`src/inc/vpic_pkg.sv`:
```
// Constants, types and helper functions shared by the vectored interrupt controller.
package vpic_pkg;

   localparam int NSRC = 32;
   localparam int SRC_W = 5;
   localparam int PRI_W = 3;
   localparam int TYPE_W = 2;
   localparam int STK_DEPTH = 8;
   localparam int STK_W = 4;
   localparam int DATA_W = 32;

   // Absolute bus addresses of the registers.
   localparam logic [31:0] ADDR_SMR_BASE = 32'hfffff000;
   localparam logic [31:0] ADDR_SVR_BASE = 32'hfffff080;
   localparam logic [31:0] ADDR_IVR = 32'hfffff100;
   localparam logic [31:0] ADDR_EOSC = 32'hfffff140;
   localparam logic [31:0] ADDR_SPU = 32'hfffff144;
   localparam logic [31:0] ADDR_CUR = 32'hfffff148;
   localparam logic [31:0] ADDR_REQ = 32'hfffff14c;
   localparam logic [31:0] ADDR_PEND = 32'hfffff150;

   // Source mode register layout.
   localparam int SMR_PRI_LSB = 0;
   localparam int SMR_TYPE_LSB = 5;
   localparam int TYPE_EDGE_BIT = 0;

   // Reset values.
   localparam logic [DATA_W-1:0] SPU_RST = 32'h00000000;
   localparam logic [DATA_W-1:0] SVR_RST = 32'h00000000;

   typedef struct packed {
      logic found;
      logic [SRC_W-1:0] src;
      logic [PRI_W-1:0] pri;
   } vpic_pick_t;

   typedef struct packed {
      logic [NSRC-1:0][PRI_W-1:0] pri;
      logic [NSRC-1:0][TYPE_W-1:0] styp;
      logic [DATA_W-1:0] spu;
      logic [STK_DEPTH-1:0][SRC_W-1:0] stk_src;
      logic [STK_DEPTH-1:0][PRI_W-1:0] stk_pri;
      logic [STK_W-1:0] depth;
      logic req;
      logic [NSRC-1:0] clr;
      logic [DATA_W-1:0] rdata;
      logic rd_mem;
      logic rvalid;
   } vpic_state_t;

   localparam vpic_state_t STATE_RST = '{spu: SPU_RST, default: '0};

   // Highest priority eligible source; strict compare keeps the lowest number on ties.
   function automatic vpic_pick_t pick_best(input logic [NSRC-1:0] elig,
                                            input logic [NSRC-1:0][PRI_W-1:0] pri);
      vpic_pick_t p;
      p = '0;
      for (int n = 1; n < NSRC; n++) begin
         if (elig[n] && (!p.found || pri[n] > p.pri)) begin
            p.found = 1'b1;
            p.src = SRC_W'(n);
            p.pri = pri[n];
         end
      end
      return p;
   endfunction

   // Decodes a 32-word window: bit 5 is the hit flag, bits 4:0 the word index.
   function automatic logic [SRC_W:0] win_index(input logic [31:0] addr,
                                                input logic [31:0] base);
      logic [31:0] d;
      d = addr - base;
      return {(d[31:7] == 25'h0) && (d[1:0] == 2'b00), d[6:2]};
   endfunction

endpackage

```
`src/inc/vpic_mem_if.sv`:
```
// Connection between the controller and its vector memory.
interface vpic_mem_if #(
   parameter int AW = 5,
   parameter int DW = 32
);
   logic we;
   logic [AW-1:0] waddr;
   logic [DW-1:0] wdata;
   logic re;
   logic [AW-1:0] raddr;
   logic [DW-1:0] rdata;

   modport ctrl (output we, output waddr, output wdata, output re, output raddr, input rdata);
   modport mem (input we, input waddr, input wdata, input re, input raddr, output rdata);
endinterface

```
`src/rtl/vpic_vec_mem.sv`:
```
// Handler address memory with registered read data.
module vpic_vec_mem #(
   parameter int AW = 5,
   parameter int DW = 32,
   parameter logic [DW-1:0] INIT = '0
) (
   input wire logic core_clk,
   input wire logic sys_rst,
   vpic_mem_if.mem port
);

   typedef struct packed {
      logic [(1<<AW)-1:0][DW-1:0] word;
      logic [DW-1:0] rdata;
   } vpic_mem_state_t;

   vpic_mem_state_t s_r;
   vpic_mem_state_t s_nxt;

   always_comb begin
      s_nxt = s_r;
      if (port.we) begin
         s_nxt.word[port.waddr] = port.wdata;
      end
      if (port.re) begin
         s_nxt.rdata = s_r.word[port.raddr];
      end
   end

   always_ff @(posedge core_clk or posedge sys_rst) begin
      if (sys_rst) begin
         s_r <= '{word: {(1<<AW){INIT}}, rdata: '0};
      end else begin
         s_r <= s_nxt;
      end
   end

   assign port.rdata = s_r.rdata;

endmodule // vpic_vec_mem

```
`src/rtl/vpic_ctrl.sv`:
```
// Vectored eight-level priority controller driving the normal interrupt request line.
//
// How it works
// - Normal request comes from sources 1 to 31, fast-forced sources excluded.
// - Each source has a three-bit priority, 7 most urgent, 0 least.
// - Outside a service, request rises once any eligible source has a pending condition.
// - Winner is chosen when the vector register is read, not when raised.
// - Equal top priority is resolved toward the smallest source number.
// - Current level equals the priority of the interrupt in service.
// - During a service only strictly higher priorities raise the request.
// - A higher priority arriving during a service re-raises the request.
// - Eight-entry stack holds source number and priority for nesting.
// - Vector read pushes the new current level and source.
// - Vector read returns the handler address of the selected source.
// - Vector read drops the request, even if the address is unused.
// - Vector read clears the selected source when it is edge-triggered.
// - End-of-service write pops the stack, restoring the previous level.
// - After the pop, anything above the restored level re-raises the request.
// - The vector register sits at absolute address 0xfffff100.
// - Pin routing adds no latency: pending inputs are read without resync.
// - Vector read never clears a fast-forced source.
// - Disabled sources take no part in selection.
// - Vector read with nothing eligible returns the spurious vector.
module vpic_ctrl (
   input wire logic core_clk,
   input wire logic sys_rst,
   input wire logic [31:0] bus_addr,
   input wire logic bus_rd,
   input wire logic bus_wr,
   input wire logic [31:0] bus_wdata,
   output logic [31:0] bus_rdata,
   output logic bus_rvalid,
   input wire logic [31:0] src_pending,
   input wire logic [31:0] src_enable,
   input wire logic [31:0] src_fast,
   output logic [31:0] src_clear,
   output logic [31:0] src_is_edge,
   output logic normal_req_n
);

   vpic_pkg::vpic_state_t s_r;
   vpic_pkg::vpic_state_t s_nxt;

   vpic_mem_if #(.AW(vpic_pkg::SRC_W), .DW(vpic_pkg::DATA_W)) vmem ();

   vpic_vec_mem #(
      .AW(vpic_pkg::SRC_W),
      .DW(vpic_pkg::DATA_W),
      .INIT(vpic_pkg::SVR_RST)
   ) u_vec_mem (
      .core_clk(core_clk),
      .sys_rst(sys_rst),
      .port(vmem.mem)
   );

   logic [31:0] elig;
   vpic_pkg::vpic_pick_t pick;
   logic [vpic_pkg::STK_W-1:0] top;
   logic [vpic_pkg::PRI_W-1:0] cur_pri;
   logic [vpic_pkg::SRC_W-1:0] cur_src;
   logic in_service;
   logic above;
   logic [vpic_pkg::SRC_W:0] smr_hit;
   logic [vpic_pkg::SRC_W:0] svr_hit;
   logic ivr_rd;
   logic eos_wr;

   // Sources feeding the priority logic.
   always_comb begin
      elig = src_pending & src_enable & ~src_fast;
      elig[0] = 1'b0;
   end

   // Current level and the best eligible candidate.
   always_comb begin
      pick = vpic_pkg::pick_best(elig, s_r.pri);
      in_service = (s_r.depth != '0);
      top = s_r.depth - vpic_pkg::STK_W'(1);
      cur_pri = s_r.stk_pri[top[vpic_pkg::STK_W-2:0]];
      cur_src = s_r.stk_src[top[vpic_pkg::STK_W-2:0]];
      above = pick.found && (!in_service || pick.pri > cur_pri);
   end

   // Address decode.
   always_comb begin
      smr_hit = vpic_pkg::win_index(bus_addr, vpic_pkg::ADDR_SMR_BASE);
      svr_hit = vpic_pkg::win_index(bus_addr, vpic_pkg::ADDR_SVR_BASE);
      ivr_rd = bus_rd && (bus_addr == vpic_pkg::ADDR_IVR);
      eos_wr = bus_wr && (bus_addr == vpic_pkg::ADDR_EOSC);
   end

   // Next state.
   always_comb begin
      s_nxt = s_r;
      s_nxt.clr = '0;
      s_nxt.rvalid = bus_rd;
      s_nxt.rd_mem = 1'b0;
      s_nxt.rdata = '0;
      s_nxt.req = above;

      vmem.we = 1'b0;
      vmem.waddr = svr_hit[vpic_pkg::SRC_W-1:0];
      vmem.wdata = bus_wdata;
      vmem.re = 1'b0;
      vmem.raddr = svr_hit[vpic_pkg::SRC_W-1:0];

      if (bus_wr) begin
         if (smr_hit[vpic_pkg::SRC_W]) begin
            s_nxt.pri[smr_hit[vpic_pkg::SRC_W-1:0]] =
               bus_wdata[vpic_pkg::SMR_PRI_LSB +: vpic_pkg::PRI_W];
            s_nxt.styp[smr_hit[vpic_pkg::SRC_W-1:0]] =
               bus_wdata[vpic_pkg::SMR_TYPE_LSB +: vpic_pkg::TYPE_W];
         end
         if (svr_hit[vpic_pkg::SRC_W]) begin
            vmem.we = 1'b1;
         end
         if (bus_addr == vpic_pkg::ADDR_SPU) begin
            s_nxt.spu = bus_wdata;
         end
      end

      // Leaving a service restores the level underneath.
      if (eos_wr && in_service) begin
         s_nxt.depth = top;
      end

      if (bus_rd) begin
         if (ivr_rd) begin
            s_nxt.req = 1'b0;
            if (above && s_r.depth < vpic_pkg::STK_W'(vpic_pkg::STK_DEPTH)) begin
               s_nxt.stk_src[s_r.depth[vpic_pkg::STK_W-2:0]] = pick.src;
               s_nxt.stk_pri[s_r.depth[vpic_pkg::STK_W-2:0]] = pick.pri;
               s_nxt.depth = s_r.depth + vpic_pkg::STK_W'(1);
               vmem.re = 1'b1;
               vmem.raddr = pick.src;
               s_nxt.rd_mem = 1'b1;
               s_nxt.clr[pick.src] = s_r.styp[pick.src][vpic_pkg::TYPE_EDGE_BIT]
                                     && !src_fast[pick.src];
            end else begin
               s_nxt.rdata = s_r.spu;
            end
         end else if (smr_hit[vpic_pkg::SRC_W]) begin
            s_nxt.rdata[vpic_pkg::SMR_PRI_LSB +: vpic_pkg::PRI_W] =
               s_r.pri[smr_hit[vpic_pkg::SRC_W-1:0]];
            s_nxt.rdata[vpic_pkg::SMR_TYPE_LSB +: vpic_pkg::TYPE_W] =
               s_r.styp[smr_hit[vpic_pkg::SRC_W-1:0]];
         end else if (svr_hit[vpic_pkg::SRC_W]) begin
            vmem.re = 1'b1;
            s_nxt.rd_mem = 1'b1;
         end else if (bus_addr == vpic_pkg::ADDR_SPU) begin
            s_nxt.rdata = s_r.spu;
         end else if (bus_addr == vpic_pkg::ADDR_CUR) begin
            s_nxt.rdata[vpic_pkg::SRC_W-1:0] = in_service ? cur_src : '0;
         end else if (bus_addr == vpic_pkg::ADDR_REQ) begin
            s_nxt.rdata[0] = s_r.req;
         end else if (bus_addr == vpic_pkg::ADDR_PEND) begin
            s_nxt.rdata = elig;
         end
      end
   end

   always_ff @(posedge core_clk or posedge sys_rst) begin
      if (sys_rst) begin
         s_r <= vpic_pkg::STATE_RST;
      end else begin
         s_r <= s_nxt;
      end
   end

   // Outputs.
   always_comb begin
      for (int n = 0; n < vpic_pkg::NSRC; n++) begin
         src_is_edge[n] = s_r.styp[n][vpic_pkg::TYPE_EDGE_BIT];
      end
   end

   assign bus_rdata = s_r.rd_mem ? vmem.rdata : s_r.rdata;
   assign bus_rvalid = s_r.rvalid;
   assign src_clear = s_r.clr;
   assign normal_req_n = ~s_r.req;

endmodule // vpic_ctrl

```
`config.mk`:
```
export PLATFORM = sky130hd
export DESIGN_NAME = vpic_ctrl
export DESIGN_NICKNAME = d
export VERILOG_FILES = /design/src/inc/vpic_pkg.sv /design/src/inc/vpic_mem_if.sv /design/src/rtl/vpic_vec_mem.sv /design/src/rtl/vpic_ctrl.sv
export SDC_FILE = /design/constraint.sdc
export NUM_CORES = 2
export LEC_CHECK = 0
export BUFFER_PORTS_ARGS = -buffer_cell sky130_fd_sc_hd__buf_2
export CAP_MARGIN = 20
export CORE_UTILIZATION = 30
export DETAILED_ROUTE_END_ITERATION = 16
export HOLD_SLACK_MARGIN = 0.06
export SLEW_MARGIN = 40
export SYNTH_ARGS = -nofsm -noshare
export SYNTH_HDL_FRONTEND = slang
export SYNTH_SLANG_ARGS = --single-unit
export TNS_END_PERCENT = 100
```
`constraint.sdc`:
```
create_clock -name core_clk -period 142.6 [get_ports core_clk]
set_clock_uncertainty 0.2 [all_clocks]
set_input_delay 35.65 -clock core_clk [delete_from_list [all_inputs] [get_ports core_clk]]
set_output_delay 35.65 -clock core_clk [all_outputs]
set_load 0.005 [all_outputs]
```
==> metrics.json <==
{
  "status": {
    "status": "finished clean"
  },
  "global_routing": {
    "first_global_vias": 51352,
    "grt_overflow": 0,
    "initial_antenna_violation_count": 23,
    "first_pass_grt_wire_length_um": 339000,
    "grt_use_total_pct": 18.8,
    "largest_net_degree_at_the_start_of_global_routing": 150
  },
  "route": {
    "drt_pre_antenna_iters": 6,
    "routed_wirelength_um": 226000,
    "drt-wirelength-per-cell_um": 23.8,
    "routed_met2_length_um": 103000,
    "top_layer": "met5",
    "initialDrtViolationCount": 5087,
    "drt_drc_violations_left": 0,
    "vias_per_cell": 5.40,
    "vias": 51334,
    "ant_nets": 0,
    "met1Wirelength_um": 101000,
    "met3_wirelength_um": 14400
  },
  "pwr": {
    "pwr_density_cell_nw_per_um2": 11.3,
    "power.ir.vdd_worst_uv": 11.5,
    "static-leakage-power_nw": 37.3
  },
  "sta": {
    "timing_worst_slew_pin_value_ps": 925,
    "setup_viol": 0,
    "rsz_0062_raised_after_global_routing": "false",
    "min_period_ps": 89810,
    "report.final.hold_viol_count": 0,
    "whs_ps": 277,
    "final.setup.tns_ps": 0,
    "relSlewSlack_pct": 38.3,
    "layout_worst_path_cycle_share_pct": 63.0,
    "fmax_mhz": 11.1,
    "slew_viol_final": 0
  },
  "worst_setup_path": {
    "crit_required_ps": 143140,
    "reg2reg_setup_slack_ps": 87870,
    "worstSetupEndpointType": "flop",
    "critical_path_depth": 230,
    "crit_top_cell": "sky130_fd_sc_hd__ha_1",
    "cpMaxStageDelayCell": "sky130_fd_sc_hd__and2_4",
    "timing.critical_path.fanout_max": 149,
    "arrival_ps": 90350,
    "crit_type": "primary input to flop",
    "crit_buf_inv": 15,
    "reg2regPathDepth": 228,
    "critical_path.top_delay_family": "compound AO/OA/AOI/OAI gates",
    "reg2reg_capture_point": "u_vec_mem.port.rdata[17]$_DFFE_PP0P_",
    "rr_startpoint": "s_r[234]$_DFFE_PP0P_",
    "crit_path_start_kind": "primary input",
    "cp_max_stage_delay_ps": 830
  },
  "die": {
    "ioPinCount": 262,
    "chipWidth_um": 486,
    "core.rowCount": 177,
    "dieHeight_um": 486,
    "start_util_pct": 30.2,
    "core_area_um2": 233000,
    "floorplan.die_area_um2": 236000
  },
  "logic_synthesis": {
    "netlist-cell-type-count": 109,
    "post_synth_inst_count": 6260,
    "number_of_flops_mapped_to_enable_cells_by_yosys": 0,
    "asyncSetResetFlopFracSynth_pct": 100,
    "synth_sequential_area_ratio_pct": 49.2,
    "syn_avg_cell_area_um2": 11.2,
    "netlist_area_um2": 70300,
    "yosysWarnings": 0,
    "synthFlopType": "sky130_fd_sc_hd__dfrtp_1",
    "synthesis.nets": 6497,
    "ys_ff_latch": 1383
  },
  "cts": {
    "cts.sinks": 1383,
    "tritoncts.num_buffers": 145,
    "setup_repair_bufs_after_cts": 0,
    "cts-root-to-sink-buffers": 3,
    "clkSlewWorstSetupHoldPaths_ps": 60,
    "post_cts_hold_buffer_count": 0,
    "htreeDepth": 4,
    "clock-root-buffer": "sky130_fd_sc_hd__clkbuf_16",
    "tritoncts_clock_tree": "yes",
    "cts_resized": 0,
    "clkLatencyLatePin_ps": 810
  },
  "finish": {
    "layout_common_cells": "sky130_fd_sc_hd__dfrtp_1, sky130_fd_sc_hd__mux2_2, sky130_fd_sc_hd__nand2_1",
    "stdcell_area_um2": 79600,
    "layout-area-overhead-vs-synth_pct": 13.1,
    "commonest_non_fill_non_tap_cell_in_the_layout": "sky130_fd_sc_hd__dfrtp_1",
    "nNetsFinal": 6479,
    "drive_gt1_share_pct": 32.4,
    "layout.filler_cells": 23028
  },
  "run": {
    "maxCapViolations": 0
  },
  "place": {
    "place_congestion": 0.897,
    "buffer_ports.inserted": 259,
    "dpl_cell_area_um2": 74500,
    "detailedPlacementHpwl_um": 141000
  },
  "worst_hold_path": {
    "hold_path.class": "flop to flop",
    "hold-path-endpoint": "s_r[100]$_DFFE_PP0P_",
    "hold_path_startpoint": "s_r[100]$_DFFE_PP0P_",
    "min_delay_path_depth": 2
  }
}
-- stage by stage --
stage | std cells | setup WS (ps) | util (%) | total power, mW
detailed placement | 9224 | 52940 | 32.0 | 0.516
global placement | 9219 | 53390 | 31.9 | 0.514
CTS | 9491 | 53570 | 34.1 | 0.907
global route | 9496 | 49030 | 34.2 | 0.935
floorplan | 6260 | 62660 | - | 0.473
finish | 9500 | 52790 | 34.2 | 0.902
-- sequential cells by signal, summed over array words and instances, names as in the netlist --
signal and count:
bus_rvalid 1, s_r 262, src_clear 32, src_is_edge 32, u_vec_mem.port.rdata 32, u_vec_mem.s_r 1024
-- how the worst max path moves through the flow --
stage	from	end
floorplan	src_fast[1]	u_vec_mem.port.rdata[10]$_DFFE_PP0P_
CTS	src_fast[1]	u_vec_mem.port.rdata[17]$_DFFE_PP0P_
finish	src_fast[1]	u_vec_mem.port.rdata[17]$_DFFE_PP0P_
global placement	src_fast[1]	u_vec_mem.port.rdata[17]$_DFFE_PP0P_
detailed placement	src_fast[1]	u_vec_mem.port.rdata[17]$_DFFE_PP0P_
global route	src_fast[1]	u_vec_mem.port.rdata[17]$_DFFE_PP0P_
-- layout make-up --
type	count	area, µm²	area share (%)
Antenna cell	6	15.0	0.0189
Clock buffer	216	4310	5.41
Clock inverter	51	624	0.784
Inverter	100	388	0.487
Multi-Input combinational cell	4234	33300	41.9
Sequential cell	1383	34600	43.5
Tap cell	3132	3920	4.92
Timing Repair Buffer	378	2390	3.01
-- synth_stat cells, drive strengths merged, types with 18 or more instances --
cell type,count,share of area (%)
o211ai,23,0.26
nand3,333,2.4
inv,100,0.53
nand3b,20,0.21
and3,18,0.16
mux2i,212,3.0
o22ai,27,0.25
mux4,56,1.8
a22oi,31,0.33
nand4,46,0.41
a32oi,33,0.41
nor2b,19,0.17
a21oi,168,1.4
buf,143,1.3
a211oi,148,1.6
nand2,773,4.1
nand2b,28,0.25
o21ai,194,1.4
dfrtp,1383,49
a41o,31,0.44
or4,40,0.44
ha,73,1.3
a31oi,24,0.21
mux2,1235,20
nor2,209,1.1
nor4,24,0.23
and2,54,0.48
a21boi,140,1.5
nor3,58,0.42
clkbuf,400,2.1
-- worst min-delay path, delay by kind of cell, from the launching register on --
kind / cells / cell delay, ps
AOI/OAI and AO/OA: 1 / 60
DFF: 1 / 340
and+or+nand+nor: 1 / 40
-- layer usage --
metal / vias up / global-route usage, %
met5: - / 0
met4: 16 / 6.11
met3: 432 / 3.40
met2: 1800 / 29.5
met1: 26650 / 26.1
li1: 22436 / -
-- cell families after synthesis --
kind of cell | Yosys count | synth area share, %
muxes | 1503 | 24.6
AOI/OAI and AO/OA | 956 | 9.64
other | 1 | 0.00533
xor gates and xnor gates | 6 | 0.0747
adders and majority gates | 77 | 1.36
DFF | 1383 | 49.2
buffers and inverters | 643 | 3.98
and+or+nand+nor | 1691 | 11.1
-- report_power, final --
part,internal [mW],total [mW],switching [mW]
clock,0.224,0.390,0.166
combinational,0.0328,0.119,0.0863
sequential,0.393,0.393,0.000170
total,0.649,0.902,0.253
Note: power is estimated with default switching activity, not from simulation.
